===== config.mk =====
export PLATFORM = sky130hd
export DESIGN_NAME = usc_top
export DESIGN_NICKNAME = d
export VERILOG_FILES = /design/src/design/usc_pkg.sv /design/src/design/usc_baud_if.sv /design/src/design/usc_baud_div.sv /design/src/design/usc_top.sv
export VERILOG_INCLUDE_DIRS = /design/src /design/src/design
export SDC_FILE = /design/constraint.sdc
export NUM_CORES = 1
export LEC_CHECK = 0
export ABC_AREA = 1
export BUFFER_PORTS_ARGS = -buffer_cell sky130_fd_sc_hd__clkbuf_2
export CAP_MARGIN = 20
export CORE_MARGIN = 3
export CORE_UTILIZATION = 40
export DETAILED_ROUTE_END_ITERATION = 10
export GPL_TIMING_DRIVEN = 0
export SYNTH_ARGS = -nofsm -noshare
export SYNTH_HDL_FRONTEND = slang
export SYNTH_HIERARCHICAL = 1
export SYNTH_SLANG_ARGS = --single-unit

===== constraint.sdc =====
create_clock -name clk -period 5 [get_ports clk]
set_input_delay 0.25 -clock clk [delete_from_list [all_inputs] [get_ports clk]]
set_output_delay 0.25 -clock clk [all_outputs]
set_load 0.01 [all_outputs]

===== src/design/usc_map.svh =====
// Purpose: Offsets, field positions and reset values for the serial element select logic
// Assumes: Register offsets are three-bit indexes on the register-select pins
// Notes:   Included by the top module; definitions only
//
// Summary of operation
// - Strobe low passes selects straight through
// - Strobe rising edge latches selects while high
// - Baud output is the 16x transmit clock
// - Baud rate equals reference over sixteen times divisor
// - Selected only when a, b high, c low
// - Status bit 4 shows clear-to-send level
// - Status bit 0 flags clear-to-send change
// - Change interrupts only if enabled, not auto
// - Auto mode lets clear-to-send gate transmitter
// - Eight-bit data bus driven only on reads
`ifndef USC_MAP_SVH
`define USC_MAP_SVH

`define USC_OFS_DIV_LO   3'h0
`define USC_OFS_DIV_HI   3'h1
`define USC_OFS_IER      3'h1
`define USC_OFS_LCR      3'h3
`define USC_OFS_MCR      3'h4
`define USC_OFS_MSR      3'h6

`define USC_IER_MS_BIT   3
`define USC_LCR_DLAB_BIT 7
`define USC_MCR_AUTO_BIT 5
`define USC_MSR_DCTS_BIT 0
`define USC_MSR_CTS_BIT  4

`define USC_REG_RST      8'h00
`define USC_DIV_LO_RST   8'h01
`define USC_DIV_HI_RST   8'h00
`define USC_SEL_RST      6'h00

`endif


===== src/design/usc_pkg.sv =====
// Purpose: Shared types of the serial element select and modem status logic
// Assumes: Byte-wide host bus and a sixteen-bit baud divisor
// Notes:   Constants live in usc_map.svh
package usc_pkg;
  typedef logic [2:0]  usc_addr_t;
  typedef logic [7:0]  usc_byte_t;
  typedef logic [15:0] usc_div_t;
  typedef struct packed {
    logic      cs_a;
    logic      cs_b;
    logic      cs_c_n;
    usc_addr_t addr;
  } usc_sel_t;
endpackage


===== src/design/usc_baud_if.sv =====
// Purpose: Carries divisor, tick and baud clock between top and divider
// Assumes: Single clock domain
// Notes:   None
`timescale 1ns/1ns
interface usc_baud_if;
  usc_pkg::usc_div_t divisor;
  logic              tick;
  logic              baud_out;
  modport gen  (input divisor, output tick, output baud_out);
  modport user (output divisor, input tick, input baud_out);
endinterface


===== src/design/usc_baud_div.sv =====
// Purpose: Divides the reference clock by the programmed divisor
// Assumes: Reference oscillator is the system clock
// Notes:   Divisor zero stops the output low
`timescale 1ns/1ns
module usc_baud_div #(
  parameter int DIV_W = 16
) (
  input  wire logic   clk,
  input  wire logic   rst,
  usc_baud_if.gen     bif
);
  import usc_pkg::*;

  logic [DIV_W-1:0] count;
  logic [DIV_W-1:0] next_count;
  logic [DIV_W-1:0] half;
  logic             wrap;
  logic             stopped;

  assign stopped    = (bif.divisor == '0);
  // Compare with >= so a divisor cut below the count still wraps at once
  assign wrap       = (count >= bif.divisor - 1'b1);
  assign next_count = (stopped || wrap) ? '0 : count + 1'b1;
  // High for the first ceil(N/2) cycles; divisor one gives a steady high
  assign half       = (bif.divisor >> 1) + {{(DIV_W-1){1'b0}}, bif.divisor[0]};

  always_ff @(posedge clk or posedge rst) begin
    if (rst) begin
      count        <= '0;
      bif.tick     <= 1'b0;
      bif.baud_out <= 1'b0;
    end else begin
      count        <= next_count;
      bif.tick     <= !stopped && wrap;
      bif.baud_out <= !stopped && (next_count < half);
    end
  end
endmodule


===== src/design/usc_top.sv =====
// Purpose: Host select, data bus, baud output and clear-to-send status of a serial element
// Assumes: All pins synchronous to clk; rd_en and wr_en are one-cycle requests
// Notes:   Only the divisor, interrupt enable, control and modem status registers live here
`timescale 1ns/1ns
`include "usc_map.svh"
module usc_top (
  input  wire logic              clk,
  input  wire logic              rst,
  input  wire logic              addr_strobe_n,
  input  wire logic              reg_sel_0,
  input  wire logic              reg_sel_1,
  input  wire logic              reg_sel_2,
  input  wire logic              chip_sel_a,
  input  wire logic              chip_sel_b,
  input  wire logic              chip_sel_c_n,
  input  wire logic              rd_en,
  input  wire logic              wr_en,
  input  wire usc_pkg::usc_byte_t data_in,
  output usc_pkg::usc_byte_t     data_out,
  output logic                   data_oe,
  input  wire logic              cts_n,
  output logic                   baud_clk_x16_out,
  output logic                   baud_tick,
  output logic                   tx_permit,
  output logic                   modem_irq
);
  import usc_pkg::*;

  usc_sel_t  live_sel;
  usc_sel_t  held_sel;
  usc_sel_t  eff_sel;
  logic      selected;
  logic      rd_hit;
  logic      wr_hit;
  usc_byte_t ier;
  usc_byte_t lcr;
  usc_byte_t mcr;
  usc_byte_t div_lo;
  usc_byte_t div_hi;
  logic      dlab;
  logic      auto_cts;
  logic      ms_int_en;
  logic      wr_div_lo;
  logic      wr_div_hi;
  logic      wr_ier;
  logic      wr_lcr;
  logic      wr_mcr;
  logic      msr_rd;
  logic      cts_prev;
  logic      cts_change;
  logic      delta_cts;
  logic      next_delta_cts;
  usc_byte_t msr_val;
  usc_byte_t rd_mux;

  usc_baud_if bif ();

  usc_baud_div #(
    .DIV_W (16)
  ) u_baud (
    .clk (clk),
    .rst (rst),
    .bif (bif)
  );

  // Select path
  assign live_sel = {chip_sel_a, chip_sel_b, chip_sel_c_n, reg_sel_2, reg_sel_1, reg_sel_0};

  // Holds the last level seen while the strobe was low
  always_ff @(posedge clk or posedge rst) begin
    if (rst) begin
      held_sel <= `USC_SEL_RST;
    end else if (!addr_strobe_n) begin
      held_sel <= live_sel;
    end
  end

  assign eff_sel  = addr_strobe_n ? held_sel : live_sel;
  assign selected = eff_sel.cs_a && eff_sel.cs_b && !eff_sel.cs_c_n;
  assign rd_hit   = selected && rd_en;
  // A read wins when a host asserts both strobes at once
  assign wr_hit   = selected && wr_en && !rd_en;

  // Register decode
  assign dlab      = lcr[`USC_LCR_DLAB_BIT];
  assign auto_cts  = mcr[`USC_MCR_AUTO_BIT];
  assign ms_int_en = ier[`USC_IER_MS_BIT];
  assign wr_div_lo = wr_hit && dlab && (eff_sel.addr == `USC_OFS_DIV_LO);
  assign wr_div_hi = wr_hit && dlab && (eff_sel.addr == `USC_OFS_DIV_HI);
  assign wr_ier    = wr_hit && !dlab && (eff_sel.addr == `USC_OFS_IER);
  assign wr_lcr    = wr_hit && (eff_sel.addr == `USC_OFS_LCR);
  assign wr_mcr    = wr_hit && (eff_sel.addr == `USC_OFS_MCR);
  assign msr_rd    = rd_hit && (eff_sel.addr == `USC_OFS_MSR);

  always_ff @(posedge clk or posedge rst) begin
    if (rst) begin
      div_lo <= `USC_DIV_LO_RST;
      div_hi <= `USC_DIV_HI_RST;
    end else begin
      if (wr_div_lo) begin
        div_lo <= data_in;
      end
      if (wr_div_hi) begin
        div_hi <= data_in;
      end
    end
  end

  always_ff @(posedge clk or posedge rst) begin
    if (rst) begin
      ier <= `USC_REG_RST;
      lcr <= `USC_REG_RST;
      mcr <= `USC_REG_RST;
    end else begin
      if (wr_ier) begin
        ier <= data_in;
      end
      if (wr_lcr) begin
        lcr <= data_in;
      end
      if (wr_mcr) begin
        mcr <= data_in;
      end
    end
  end

  assign bif.divisor = {div_hi, div_lo};

  // Clear-to-send tracking
  assign cts_change     = (cts_n != cts_prev);
  // A change in the read cycle keeps the flag so it is not lost
  assign next_delta_cts = cts_change || (delta_cts && !msr_rd);

  always_ff @(posedge clk or posedge rst) begin
    if (rst) begin
      cts_prev  <= 1'b1;
      delta_cts <= 1'b0;
    end else begin
      cts_prev  <= cts_n;
      delta_cts <= next_delta_cts;
    end
  end

  assign msr_val = usc_byte_t'({!cts_n, 3'h0, delta_cts});

  assign rd_mux =
    (eff_sel.addr == `USC_OFS_DIV_LO && dlab)  ? div_lo :
    (eff_sel.addr == `USC_OFS_DIV_HI && dlab)  ? div_hi :
    (eff_sel.addr == `USC_OFS_IER)             ? ier    :
    (eff_sel.addr == `USC_OFS_LCR)             ? lcr    :
    (eff_sel.addr == `USC_OFS_MCR)             ? mcr    :
    (eff_sel.addr == `USC_OFS_MSR)             ? msr_val : 8'h00;

  // Bus drive and modem side outputs
  always_ff @(posedge clk or posedge rst) begin
    if (rst) begin
      data_out <= 8'h00;
      data_oe  <= 1'b0;
    end else begin
      data_out <= rd_hit ? rd_mux : 8'h00;
      data_oe  <= rd_hit;
    end
  end

  always_ff @(posedge clk or posedge rst) begin
    if (rst) begin
      modem_irq <= 1'b0;
      tx_permit <= 1'b1;
    end else begin
      modem_irq <= next_delta_cts && ms_int_en && !auto_cts;
      // Outside auto mode the transmitter is never held off here
      tx_permit <= !auto_cts || !cts_n;
    end
  end

  assign baud_clk_x16_out = bif.baud_out;
  assign baud_tick        = bif.tick;
endmodule


# After elaboration in Yosys (flattened, before gate mapping)
# Index checks and enable logic that the tools add are counted.
# word_totals
ff_bits	77
output_inout_bits	13
wordCells	69
# classes
add_sub_neg	3
order_cmp	2
eq_ne	5
n_mux	9
n_reduce_logical	32
# ops
op	n
2-to-1 mux 8 bit	6
logical AND 1 bit	20
adder 15 x 1 -> 16 bit	1
adder 16 x 1 -> 16 bit (second input constant)	1
greater-or-equal comparator 16 bit	1
zero test 16 bit	1
less-than comparator 16 bit	1
2-to-1 mux 16 bit	1
subtractor 16 x 1 -> 16 bit (second input constant)	1
zero test 1 bit	7
== test 3 bit (second input constant)	2
2-to-1 mux 6 bit	1
2-to-1 mux 5 bit	1
== test 3 x 1 -> 1 bit (second input constant)	1
== test 3 x 2 -> 1 bit (second input constant)	1
zero test 3 bit	1
logical OR 1 bit	3
!= test 1 bit	1

# Longest topological paths before layout
# Gate-level depths: netlist of the first run.
# depth
depth_word	10
mapped_depth	28
mapped_depth_nobuf	27

# Modules after synthesis
# The synthesis of the first run kept the hierarchy.
# modules_own_cells
mod	instances	cells_per_inst	area_per_inst_um2	seq_area_each_um2
usc_top	1	302	2836.5	1480.2
usc_baud_div	1	304	2194.6	450.4

# Least setup slack after synthesis of the first run
# Ideal clock, no wire load.
# synth_path
path_kind	register -> register
startpoint	register div_lo[2]
endpoint	register u_baud.bif.baud_out
arrival_ps	3579
t_required_ps	4923
path_slack_ps	1343
stages_incl_launch_ff	26
n_path_buf	1
synth_period_minus_slack_ps	3657
cell_sequence	dfrtp_1 > inv_2 > nand3_2 > nor2_2 > inv_2 > nor2_4 > nand3_1 > nor2_1 > inv_2 > nor2_1 > xor2_1 > inv_1 > ha_1 > a21oi_1 > o21ai_0 > nor2_1 > and2_1 > nand2_1 > buf_2 > nor3b_1 > ha_1 > a21oi_1 > nor2_1 > a211oi_1 > nand2_1 > a21oi_1
# synth_via
elab_chain_cells	6
# synth_lines
element	line	source
from (decl)	usc_top.sv:38	usc_byte_t div_lo;
from (signal assigned)	usc_top.sv:97	div_lo <= `USC_DIV_LO_RST;
from (signal assigned)	usc_top.sv:101	div_lo <= data_in;
subtractor 16 x 1 -> 16 bit	usc_baud_div.sv:22	assign wrap = (count >= bif.divisor - 1'b1);
greater-or-equal comparator 16 bit	usc_baud_div.sv:22	
logical OR 1 bit (*)	usc_baud_div.sv:23	assign next_count = (stopped || wrap) ? '0 : count + 1'b1;
2-to-1 mux 16 bit (*)	usc_baud_div.sv:23	
via u_baud.next_count[5]	usc_baud_div.sv:15	logic [DIV_W-1:0] next_count;
less-than comparator 16 bit (*)	usc_baud_div.sv:35	bif.baud_out <= !stopped && (next_count < half);
logical AND 1 bit (*)	usc_baud_div.sv:35	
to (signal assigned)	usc_baud_div.sv:35	
to (decl)	usc_baud_if.sv:9	modport gen (input divisor, output tick, output baud_out);
# Mark *: on every way through the listed nets, which the timed path passes. The rest lies on a longest branch.
# A chain may end at the register's enable or synchronous reset.

# Worst setup path after layout of the first run
# Ends and elaborated chain as after synthesis.

==> summary by stage, run 1 <==
Power
The power density over cell area is 252 nW/µm². Power comes to 1.45 mW. The analysis attributes to cell leakage a power of roughly 3.0 nW. IR analysis of the VDD net gives a maximum drop of between 0.2 and 0.25 mV.

GRT
Entering global routing, the biggest net connects 45 pins. The initial antenna violation count is 0. The wire length of the first global-routing pass is around 19000 µm. The number of global-route vias before repair is just under 4000. The total routing usage reported by global routing is approximately 17%.

The leftover overflow at the end of global routing is 0.

Synthesis
The fraction of the yosys area taken by sequential cells is 38.4%. The portion of synthesized area spent on multiplexers is 0%. Summed over all instances, the cell type with the most area after synthesis is dfrtp_1.

Summing the areas of all fa, ha and maj instances in the mapped netlist gives around 9.0% of the synthesized area. The area share of the largest cell type after synthesis is 36.8%. Counting flops and latches in the post-synthesis netlist gives 77. In the synthesized netlist the async set-or-reset flop fraction comes to 100%. The synthesis warning total is 6. The synthesized netlist devotes a little over an eighth of its cell area to compound gates. The synthesized netlist occupies a cell area of 5030 µm². Counting instances in the post-synthesis netlist gives the leading cell types as nand2_1, inv_1, dfrtp_1. The post-synthesis share of cell area spent on xor and xnor gates is 4.18%. The dominant combinational cell family by area after synthesis is simple AND/OR/NAND/NOR gates.

The area fraction in and, or, nand and nor cells after synthesis is 27.1%. The cell count after synthesis is 606. Counting distinct cell types in the post-synthesis netlist gives 39. The commonest register cell after synthesis is dfrtp_1. In the post-synthesis netlist, the biggest area contributors are dfrtp_1, nand2_1, ha_1. The synthesized net count is 662. Yosys instantiated no cell more often than nand2_1. The mean instance size in the synthesized netlist is 8.30 µm². The number of flops mapped to enable cells by yosys is 0.

CTS
The root buffer cell is clkbuf_16. Buffers added to address setup during post-CTS repair amount to 0. Gates resized during post-CTS repair numbered 0.

Clock-pin slew was measured on the worst setup and hold paths at roughly 60 ps. The total number of H-tree levels is 3. Clock tree synthesis inserted a total of 9 buffers.

The number of buffers on the longest clock path is 2. For the worst-skew pair, the clock arrives at the later sink with an insertion delay of 340 ps. The sink count of the clock tree is 77. TritonCTS built the clock tree.

Worst setup path
The end of the worst register-to-register path is u_baud/bif.baud_out. On the worst path, the slowest cell contributes a delay of 500 ps. The setup check on the worst reg-to-reg path leaves a slack of approximately 550 ps.

On the critical path, the stage with the largest delay is an instance of dfrtp_1. The class of the most critical setup path is flip-flop to flip-flop. The kind of capture point of the worst setup path is a flip-flop.

In this run the critical register-to-register path is launched from div_lo[2]. The required time of the critical path is 5260 ps. The most repeated library cell on the critical path is nor2_1. At the worst endpoint, the arrival time is between 4000 and 5000 ps. STA classifies the critical path startpoint as a flip-flop.

The number of cells on the worst reg-to-reg path is 25. Of all nets on the critical path, the largest fanout is 10.

Die
The core footprint is 12200 µm². The number of placement rows is 40. From left edge to right edge, the die measures 118 µm.

The die boundary height is about 120 µm. During I/O placement, the number of pins put on the boundary was 33. The floorplan step defined a die boundary enclosing 14000 µm². For this configuration, the core starts out at a cell density of 41.4%.

Outcome
The run finished with clean final reports.

Detailed routing
The count of vias placed by the detailed router is 3920. After detailed routing, the average wire length per cell comes to 13.4 µm. After the first detailed-routing iteration, the DRC count stood at 198.

The via count normalized by instance count is 4.76. The detail route stage leaves a number of antenna-violating nets equal to 0. Wires add up to 11000 µm.

The number of optimization iterations in the first detailed-route pass is 6. In the routed design, unresolved DRC markers number 0.

Placement
The congestion estimate from routability-driven global placement came to 0.839. Summing all placed instances gives a cell area of between 5000 and 6000 µm². Counting tap cells, the placed design contains a total of 807 instances. The count of buffers from port buffering is 32. The wire-length estimate of the detail-placed layout is a little under 9000 µm.

Timing
Setup violations remaining at the end of the flow were counted as 0. Setup repair after global routing left no endpoint under its margin. The hold violation count in the final report is 0.

The share of the clock period used by the worst path after layout is 89.1%. In this run the tightest slew margin relative to its limit is about half. The post-route setup TNS is 0 ps. The slew of the pin with the lowest slew margin is 728 ps. The final-report max-slew violation count is 0. Across the routed clock network, the largest skew measured is 7.32 ps. The minimum clock period is 4450 ps. The hold slack is 37.5 ps.

Timing would allow up to 0.225 GHz.

Finish
The total of fill cells in the finished design is 1212. The area of all sequential standard cells is between 1500 and 2000 µm². Once layout is complete, the cells apart from fillers number between 800 and 900. Compared with the post-synthesis result, the final layout area differs by 14.1%. The final layout contains 707 nets.

The fraction of final layout cells sized beyond drive strength 1 is 22.4%. The post-route standard cell area excluding fillers is between 5000 and 6000 µm². The repair_antennas step left the layout with diodes totalling 0. The multi-input logic area is 2680 µm².

Min path
In this run the worst hold path is classified as input pin to flip-flop. The worst-case hold path end point is cts_prev. The start point of the worst min-delay path is cts_n.

The cell count of the worst hold path is 1.

Job
The count of maximum capacitance violations is 0.
==> state kept, by name, summed over array words and instances, names as in the netlist <==
signal               flops
div_hi                   8
u_baud/count            16
ier                      8
data_oe                  1
modem_irq                1
data_out                 8
held_sel                 6
cts_prev                 1
u_baud/bif.baud_out      1
mcr                      8
tx_permit                1
div_lo                   8
u_baud/bif.tick          1
delta_cts                1
lcr                      8
==> what timing repair did <==
item                       CTS  global route
hold buffers                 1             0
setup endpoints to repair    0             0
hold endpoints to repair    13             0
==> per-layer routing <==
metal / vias to the layer above / GRT usage (%) / part of all wire [%]
li1: 2050 / - / -
met1: 1819 / 21.5 / 46
met2: 42 / 28.9 / 50
met3: 9 / 3.92 / 3.4
met4: 0 / 3.81 / 0.82
met5: - / 0 / 0
==> logic make-up after synthesis <==
kind of cell | count (synthesis)
buf+inv | 94
xor+xnor | 24
fa+ha+maj | 36
simple gates | 275
compound gates | 100
flops | 77
==> layout by cell type, fill, tap and decap left out, drive strengths merged <==
cell type / n
buf: 12
and2: 1
a211oi: 3
dlygate4sd3: 1
o21a: 1
o21ai: 59
clkinv: 3
dfrtp: 74
o211ai: 1
xnor2: 5
bufinv: 1
dfstp: 3
nor2: 60
a21boi: 1
a31oi: 2
clkinvlp: 1
nor3b: 4
and3: 2
nand2: 165
inv: 84
ha: 36
nand3: 21
clkbuf: 42
or2: 1
xor2: 19
nand4: 8
nor3: 13
a21oi: 33
==> worst max path at each step <==
stage,start,endpoint,cells after the start
after floorplan,div_lo[2],u_baud/bif.baud_out,25
after global placement,div_lo[2],u_baud/bif.baud_out,25
after detailed placement,div_lo[2],u_baud/bif.baud_out,25
after CTS,div_lo[2],u_baud/bif.baud_out,25
after global routing,div_lo[2],u_baud/bif.baud_out,25
final,div_lo[2],u_baud/bif.baud_out,25
==> metrics by stage <==
step / worst slack [ps] / utilization, %
3_3_place_gp: 605 / 44.4
6_report: 546 / 47.2
3_5_place_dp: 598 / 44.6
4_1_cts: 564 / 47.2
5_1_grt: 211 / 47.2
2_1_floorplan: 1340 / -
==> cell type report <==
type / count / area share (%)
Clock buffer: 10 / 4.16
Timing Repair Buffer: 34 / 3.31
Inverter: 83 / 5.43
Clock inverter: 6 / 1.20
Multi-Input combinational cell: 435 / 46.7
Sequential cell: 77 / 33.6
Tap cell: 168 / 3.66
Buffer: 11 / 1.85
==> power breakdown <==
part           total [mW]  switching (mW)  internal [mW]  leakage (nW)
Combinational       0.123          0.0831         0.0396          1.79
Clock               0.676           0.272          0.404         0.149
Sequential          0.650         0.00932          0.641          1.04
Total                1.45           0.364           1.08          2.98
==> worst max-delay path, delay by kind of cell, from the launching register on <==
family,cells,cell delay (ps)
flops,1,500
xor+xnor,1,150
compound gates,5,700
fa+ha+maj,2,610
simple gates,12,1850
buf+inv,5,590
Note: power is estimated with default switching activity, not from simulation.
==> run 2: changes to the inputs <==
GPL_TIMING_DRIVEN = 1   (was 0)
==> summary by stage, run 2 (synthesis results as in run 1) <==
Power
The leakage power is 2.92 nW. The design internal power is around 1.1 mW. For this design the ratio of total power to cell area is 264 nW/µm². The proportion of power drawn by combinational gates is between 7 and 8%. The clock network fraction of total power is 48.3%. The maximum VDD drop is roughly 0.2 mV. The sequential fraction of design power is a little over two fifths. The analysis attributes to net switching a power of 366 µW.

The switching portion of total power is 24.7%.

Placement
Routability-driven placement finished with a final weighted congestion of 0.839. During placement, the flow inserted port buffers numbering 32. In this run, placement finished with an instance count of 796. Detailed placement finished with a half-perimeter wire length of between 8000 and 9000 µm.

Timing
The routed design could run at a clock period as short as 4310 ps. The share of the clock period used by the worst path after layout is a little under nine tenths. The final-report max-slew violation count is 0.

The max-slew headroom at the worst pin is 50.3%. Adding up every negative setup slack in the final design gives 0 ps. Setup repair after global routing left no endpoint under its margin. The hold violation count in the final report is 0. The slew of the pin with the lowest slew margin is 745 ps. Static timing analysis puts the maximum clock frequency at 0.232 GHz. The setup clock skew after layout is 5.94 ps. The number of endpoints failing setup at the final stage is 0.

Detailed routing
The via count normalized by instance count is 4.80. The pre-antenna-repair detailed-routing pass consisted of 4 iterations. In the routed design, unresolved DRC markers number 0. The wire length reported by the detailed router is around 11000 µm. The detailed-route wire length per cell is 13.3 µm. The post-detailed-route count of antenna-violating nets is 0. The routed layout has 3896 vias. The first routing iteration left between 200 and 250 violations.

Worst setup path
The worst-path maximum fanout is 15. The category of cells accounting for the largest share of critical-path delay is simple AND/OR/NAND/NOR gates. For flop-to-flop paths, the worst setup slack is slightly below 700 ps.

The most repeated library cell on the critical path is nor2_1. STA classifies the critical path endpoint as a flip-flop. The critical path's slowest cell is dfrtp_1. The signal on the critical path passes through inv_2, nand3_2, nor2_2, inv_2, nor2_4, nand3_1, nor2_1, inv_2, nor2_1, xor2_1, inv_1, ha_1, a21oi_1, o21ai_0, nor2_1, and2_1, nand2_1, nor3_1, ha_1, a21oi_1, nor2_1, a211oi_1, o211ai_1, a21oi_1.

The delay contributed by the slowest stage of the critical path is 470 ps. Counting both buffers and inverters, the worst setup path holds a total of 4. The critical path arrival is 4570 ps.

The type of element launching the critical path is a flip-flop. The class of the most critical setup path is flip-flop to flip-flop. The required time of the critical path is 5260 ps.

CTS
The clock-pin slew on the worst setup and hold paths is around 70 ps. The number of buffers inserted by post-CTS setup repair is 0. The sink count of the clock tree is 77. Clock tree synthesis selected as its root buffer the cell clkbuf_16. The number of hold buffers added after CTS was 0. The clock insertion delay at the later pin of the skew report is 330 ps. The CTS tree is yes. The H-tree generated during clock tree synthesis spans 3 levels.

The number of gates resized after cts is 0. Counting along the longest clock path gives a buffer depth of 2. TritonCTS created 9 clock buffers.

Die
The I/O pin total is 33. The core footprint is 12200 µm². The die boundary height is 118 µm.

The die is 118 µm wide. The effective utilization at floorplan is 41.4%. The floorplan step defined a die boundary enclosing 14000 µm².

The floorplan has 40 rows.

Finish
The net count of the finished layout is 695. Leaving out fill and tap cells, the most frequent cells in the layout are nand2_1, inv_1, dfrtp_1. Ranked by flip-flop count, first place goes to u_baud/count. Counting the fill cells in the layout gives 1224.

Cells with a size suffix above 1 make up 21.0% of the layout. The flip-flop count of the largest register after layout is 16. The layout overhead on the synthesized area is 11.8%.

The library cell used most frequently in the layout, excluding fill and tap cells, is nand2_1. The number of antenna diodes is 0. The final instance count without filler cells is 812.

Job
The count of maximum capacitance violations is 0.

GRT
Entering global routing, the biggest net connects 60 pins. The initial antenna violation count is 0. The leftover overflow at the end of global routing is 0. The total routing usage reported by global routing is 17.0%. The number of global-route vias before repair is 4022. The first global-routing pass estimated between 15000 and 20000 µm of wire.

Outcome
The flow ran to the end, and the final reports show no timing, DRC or antenna violations.

Min path
The min-delay analysis places its worst path in the category input pin to asynchronous set/reset pin.
[run 2: cell types whose count changed in the layout (fill, tap and decap cells not counted), sizes merged]
cell / previous run / this run
bufinv: 1 / 2
buf: 12 / 1
dlygate4sd3: 1 / 0
clkinv: 3 / 2
[run 2: worst paths after layout]
check,to,from,cells past startpoint
hold / removal,u_baud/count[4],rst,2
hold reg to reg,ier[7],ier[7],2
min in group clk,cts_prev,cts_n,1
setup / recovery,u_baud/bif.baud_out,div_lo[2],24
setup reg to reg,u_baud/bif.baud_out,div_lo[2],24
max in group asynchronous,ier[5],rst,3
[run 2: metal layers]
layer  vias to the layer above  part of all wire [%]  global-route usage (%)
met5                         -                     0                       0
met4                         0                   2.0                    6.08
met3                        17                   2.3                    3.44
met2                        50                    46                    27.4
met1                      1802                    49                    22.8
li1                       2027                     -                       -
[run 2: power groups by stage]
stage	clock network (mW)	logic (mW)	registers, mW
6_report	0.717	0.118	0.650
5_1_grt	0.762	0.136	0.652
4_1_cts	0.736	0.120	0.650
3_5_place_dp	0	0.120	0.662
3_3_place_gp	0	0.118	0.661
2_1_floorplan	0	0.0891	0.660
[run 2: final cells by class]
| class | instances | area (µm²) | area share (%) |
|---|---|---|---|
| clock inverters | 6 | 93.8 | 1.67 |
| flip-flops and latches | 77 | 1930 | 34.3 |
| inverters | 83 | 312 | 5.54 |
| well taps | 168 | 210 | 3.74 |
| repair buffers | 33 | 168 | 2.98 |
| multi-input cells | 435 | 2680 | 47.7 |
| clock buffers | 10 | 229 | 4.07 |
[run 2: metrics by stage]
step	instance area [µm²]	hold slack [ps]	setup WS (ps)	utilization (%)	total power, mW
after floorplan	5030	189	1340	-	0.749
after CTS	5630	27.6	661	46.3	1.51
final	5630	24.8	694	46.3	1.49
after global placement	5300	387	911	43.6	0.779
after global routing	5630	49.0	256	46.3	1.55
after detailed placement	5300	394	705	43.6	0.781
==> run 3: changes to the inputs <==
clock period = 5.2 ns   (was 5 ns; I/O delays follow)
==> summary by stage, run 3 (synthesis results as in run 1) <==
GRT
The total overflow left after global routing is 0. The wire length of the first global-routing pass is 19100 µm. The number of global-route vias before repair is between 3000 and 4000. Global routing used 16.7% of the available tracks. Entering global routing, the biggest net connects 60 pins. The initial antenna violation count is 0.

Finish
Compared with the post-synthesis result, the final layout area differs by 12.3%. The final layout net count is 695. The register with the most flip-flops in the layout has 16 of them. In the final layout, the share of cells above drive strength 1 is 21.0%. The utilization after layout is between 40% and 50%. The most common library cell in the layout ignoring fill and taps is nand2_1. Counting flops per register, the top entry is u_baud/count. The library cells used most frequently in the layout, excluding fill and tap cells, are nand2_1, inv_1, dfrtp_1. The number of antenna diodes is 0.

Timing
For the final routed database, the setup TNS stands at 0 ps. For this run, the top clock speed supported by timing is 0.234 GHz. The max-slew headroom at the worst pin is roughly half. Across the routed clock network, the largest skew measured is 8.81 ps. Setup repair after global routing left no endpoint under its margin.

The number of endpoints failing setup at the final stage is 0. The slew of the pin with the lowest slew margin is 736 ps. The final-report max-slew violation count is 0. The hold violation count in the final report came to 0. The minimum clock period is 4270 ps. The share of the clock period used by the worst path after layout is between 80% and 90%.

Worst setup path
Counting stages on the worst path, the most repeated cell is nor2_1. The slowest stage of the critical path belongs to the cell dfrtp_1. The worst-path maximum fanout is 15. The class of the most critical setup path is flip-flop to flip-flop. For flop-to-flop paths, the worst setup slack is 930 ps.

The most critical setup path has its startpoint at div_lo[2]. The type of element launching the critical path is a flip-flop. The critical path arrival is between 4000 and 5000 ps. The reg-to-reg critical path startpoint is div_lo[2]. On the worst path, the slowest cell contributes a delay of 470 ps. The worst register-to-register path ends at u_baud/bif.baud_out. The termination of the worst setup path is u_baud/bif.baud_out. The count of cells along the worst register-to-register path is 24. Traced cell by cell, the critical path runs through inv_2, nand3_2, nor2_2, inv_2, nor2_4, nand3_1, nor2_1, inv_2, nor2_1, xor2_1, inv_1, ha_1, a21oi_1, o21ai_0, nor2_1, and2_1, nand2_1, nor3_1, ha_1, a21oi_1, nor2_1, a211oi_1, o211ai_1, a21oi_1. For the worst setup path, the data required time is around 5500 ps.

STA classifies the critical path endpoint as a flip-flop.

Die
The initial utilization of the core area, before any placement, comes to 41.4%. The die is approximately 120 µm wide. The die boundary height is 118 µm. The region available for standard cell placement spans ~12000 µm². The I/O pin total is 33. The number of placement rows is 40. The die covers 14000 µm².

Power
Cell internal power was estimated by the tool at around 1.1 mW. For this design the ratio of total power to cell area is 261 nW/µm². The leakage power is 2.93 nW.

Combinational logic burns 7.7% of the power. Net switching is 23.8% of the power. The share of total power dissipated in the clock network is 50.0%.

The net switching component of the power is around 350 µW. The sequential fraction of design power is 42.3%. Across the VDD grid, the largest voltage drop is 0.183 mV.

CTS
The CTS tree is yes. The clock insertion delay at the later pin of the skew report is 330 ps. The tree built by TritonCTS fans out to 77 sinks. After clock tree synthesis, the clock-pin slew on the worst setup and hold paths is about 60 ps. The number of clock buffers added by TritonCTS is 9. The cell sitting at the root of the clock tree is a clkbuf_16. The count of hold-fix buffers inserted at cts is 0. The number of buffers on the longest clock path is 2. The total number of H-tree levels is 3. In this run the post-CTS setup repair buffer count came out at 0. Once the clock tree was built, the resizer swapped 0 gates to a different size.

Detailed routing
Summed over all layers, the routed wires come to 10900 µm. The detailed-route wire length per cell is approximately 13 µm. The via count normalized by instance count is roughly 4.8. The number of optimization iterations in the first detailed-route pass is 4. The post-detailed-route count of antenna-violating nets is 0.

In this run, the number of DRC markers left after iteration 0 of detailed routing was 209. After detailed routing, the number of remaining DRC violations is 0. The count of vias placed by the detailed router is 3895.

Min path
In this run the worst hold path is classified as input pin to asynchronous set/reset pin.

Placement
The congestion estimate from routability-driven global placement came to 0.839. Detailed placement ended at an HPWL of roughly 8500 µm. The count of buffers from port buffering is 32.

Job
Across the run, the number of max-cap violations was 0.

Outcome
The flow ran to the end, and the final reports show no timing, DRC or antenna violations.
run 3: changes by cell type in the layout (fill, tap and decap cells not counted), sizes merged:
cell / change
bufinv: +1
clkinv: -1
run 3: power by group through the flow:
stage | logic [mW] | clock network [mW] | registers, mW
floorplan | 0.0857 | 0 | 0.634
global placement | 0.113 | 0 | 0.636
detailed placement | 0.115 | 0 | 0.636
CTS | 0.115 | 0.750 | 0.625
global route | 0.130 | 0.774 | 0.627
finish | 0.113 | 0.738 | 0.625
run 3: layout make-up:
| cell class | count | area [µm²] |
|---|---|---|
| well taps | 168 | 210 |
| flip-flops and latches | 77 | 1930 |
| clock buffers | 10 | 229 |
| repair buffers | 33 | 168 |
| inverters | 83 | 312 |
| fillers | 1203 | 6510 |
| clock inverters | 6 | 118 |
| multi-input cells | 435 | 2680 |
run 3: through the flow:
| step | instances | instance area [µm²] | power (mW) | setup WS, ps | hold WS (ps) |
|---|---|---|---|---|---|
| after floorplan | 606 | 5030 | 0.720 | 1540 | 199 |
| after global placement | 796 | 5300 | 0.749 | 1110 | 397 |
| after detailed placement | 796 | 5300 | 0.751 | 924 | 407 |
| after CTS | 812 | 5650 | 1.49 | 895 | 43.4 |
| after global routing | 812 | 5650 | 1.53 | 494 | 61.6 |
| final | 812 | 5650 | 1.48 | 928 | 33.8 |
run 3: worst min path at each step:
stage,startpoint,end,slack [ps]
4_1_cts,cts_n,cts_prev,40
6_report,rst,u_baud/count[4],30
2_1_floorplan,rst,u_baud/bif.baud_out,200
3_3_place_gp,cts_n,cts_prev,400
3_5_place_dp,cts_n,cts_prev,410
5_1_grt,cts_n,cts_prev,60
run 3: metal layers:
layer / GRT usage (%) / vias to the layer above / wire [µm]
met2: 27.9 / 47 / 5190
li1: - / 2028 / -
met5: 0 / - / 0
met4: 4.03 / 0 / 142
met1: 22.3 / 1809 / 5280
met3: 3.49 / 11 / 282
run 3: critical path, delay by kind of cell, from the launching register on:
family          cells  cell delay [ps]
simple gates       11             1860
compound gates      6              810
fa+ha+maj           2              600
flops               1              470
buf+inv             4              290
xor+xnor            1              150
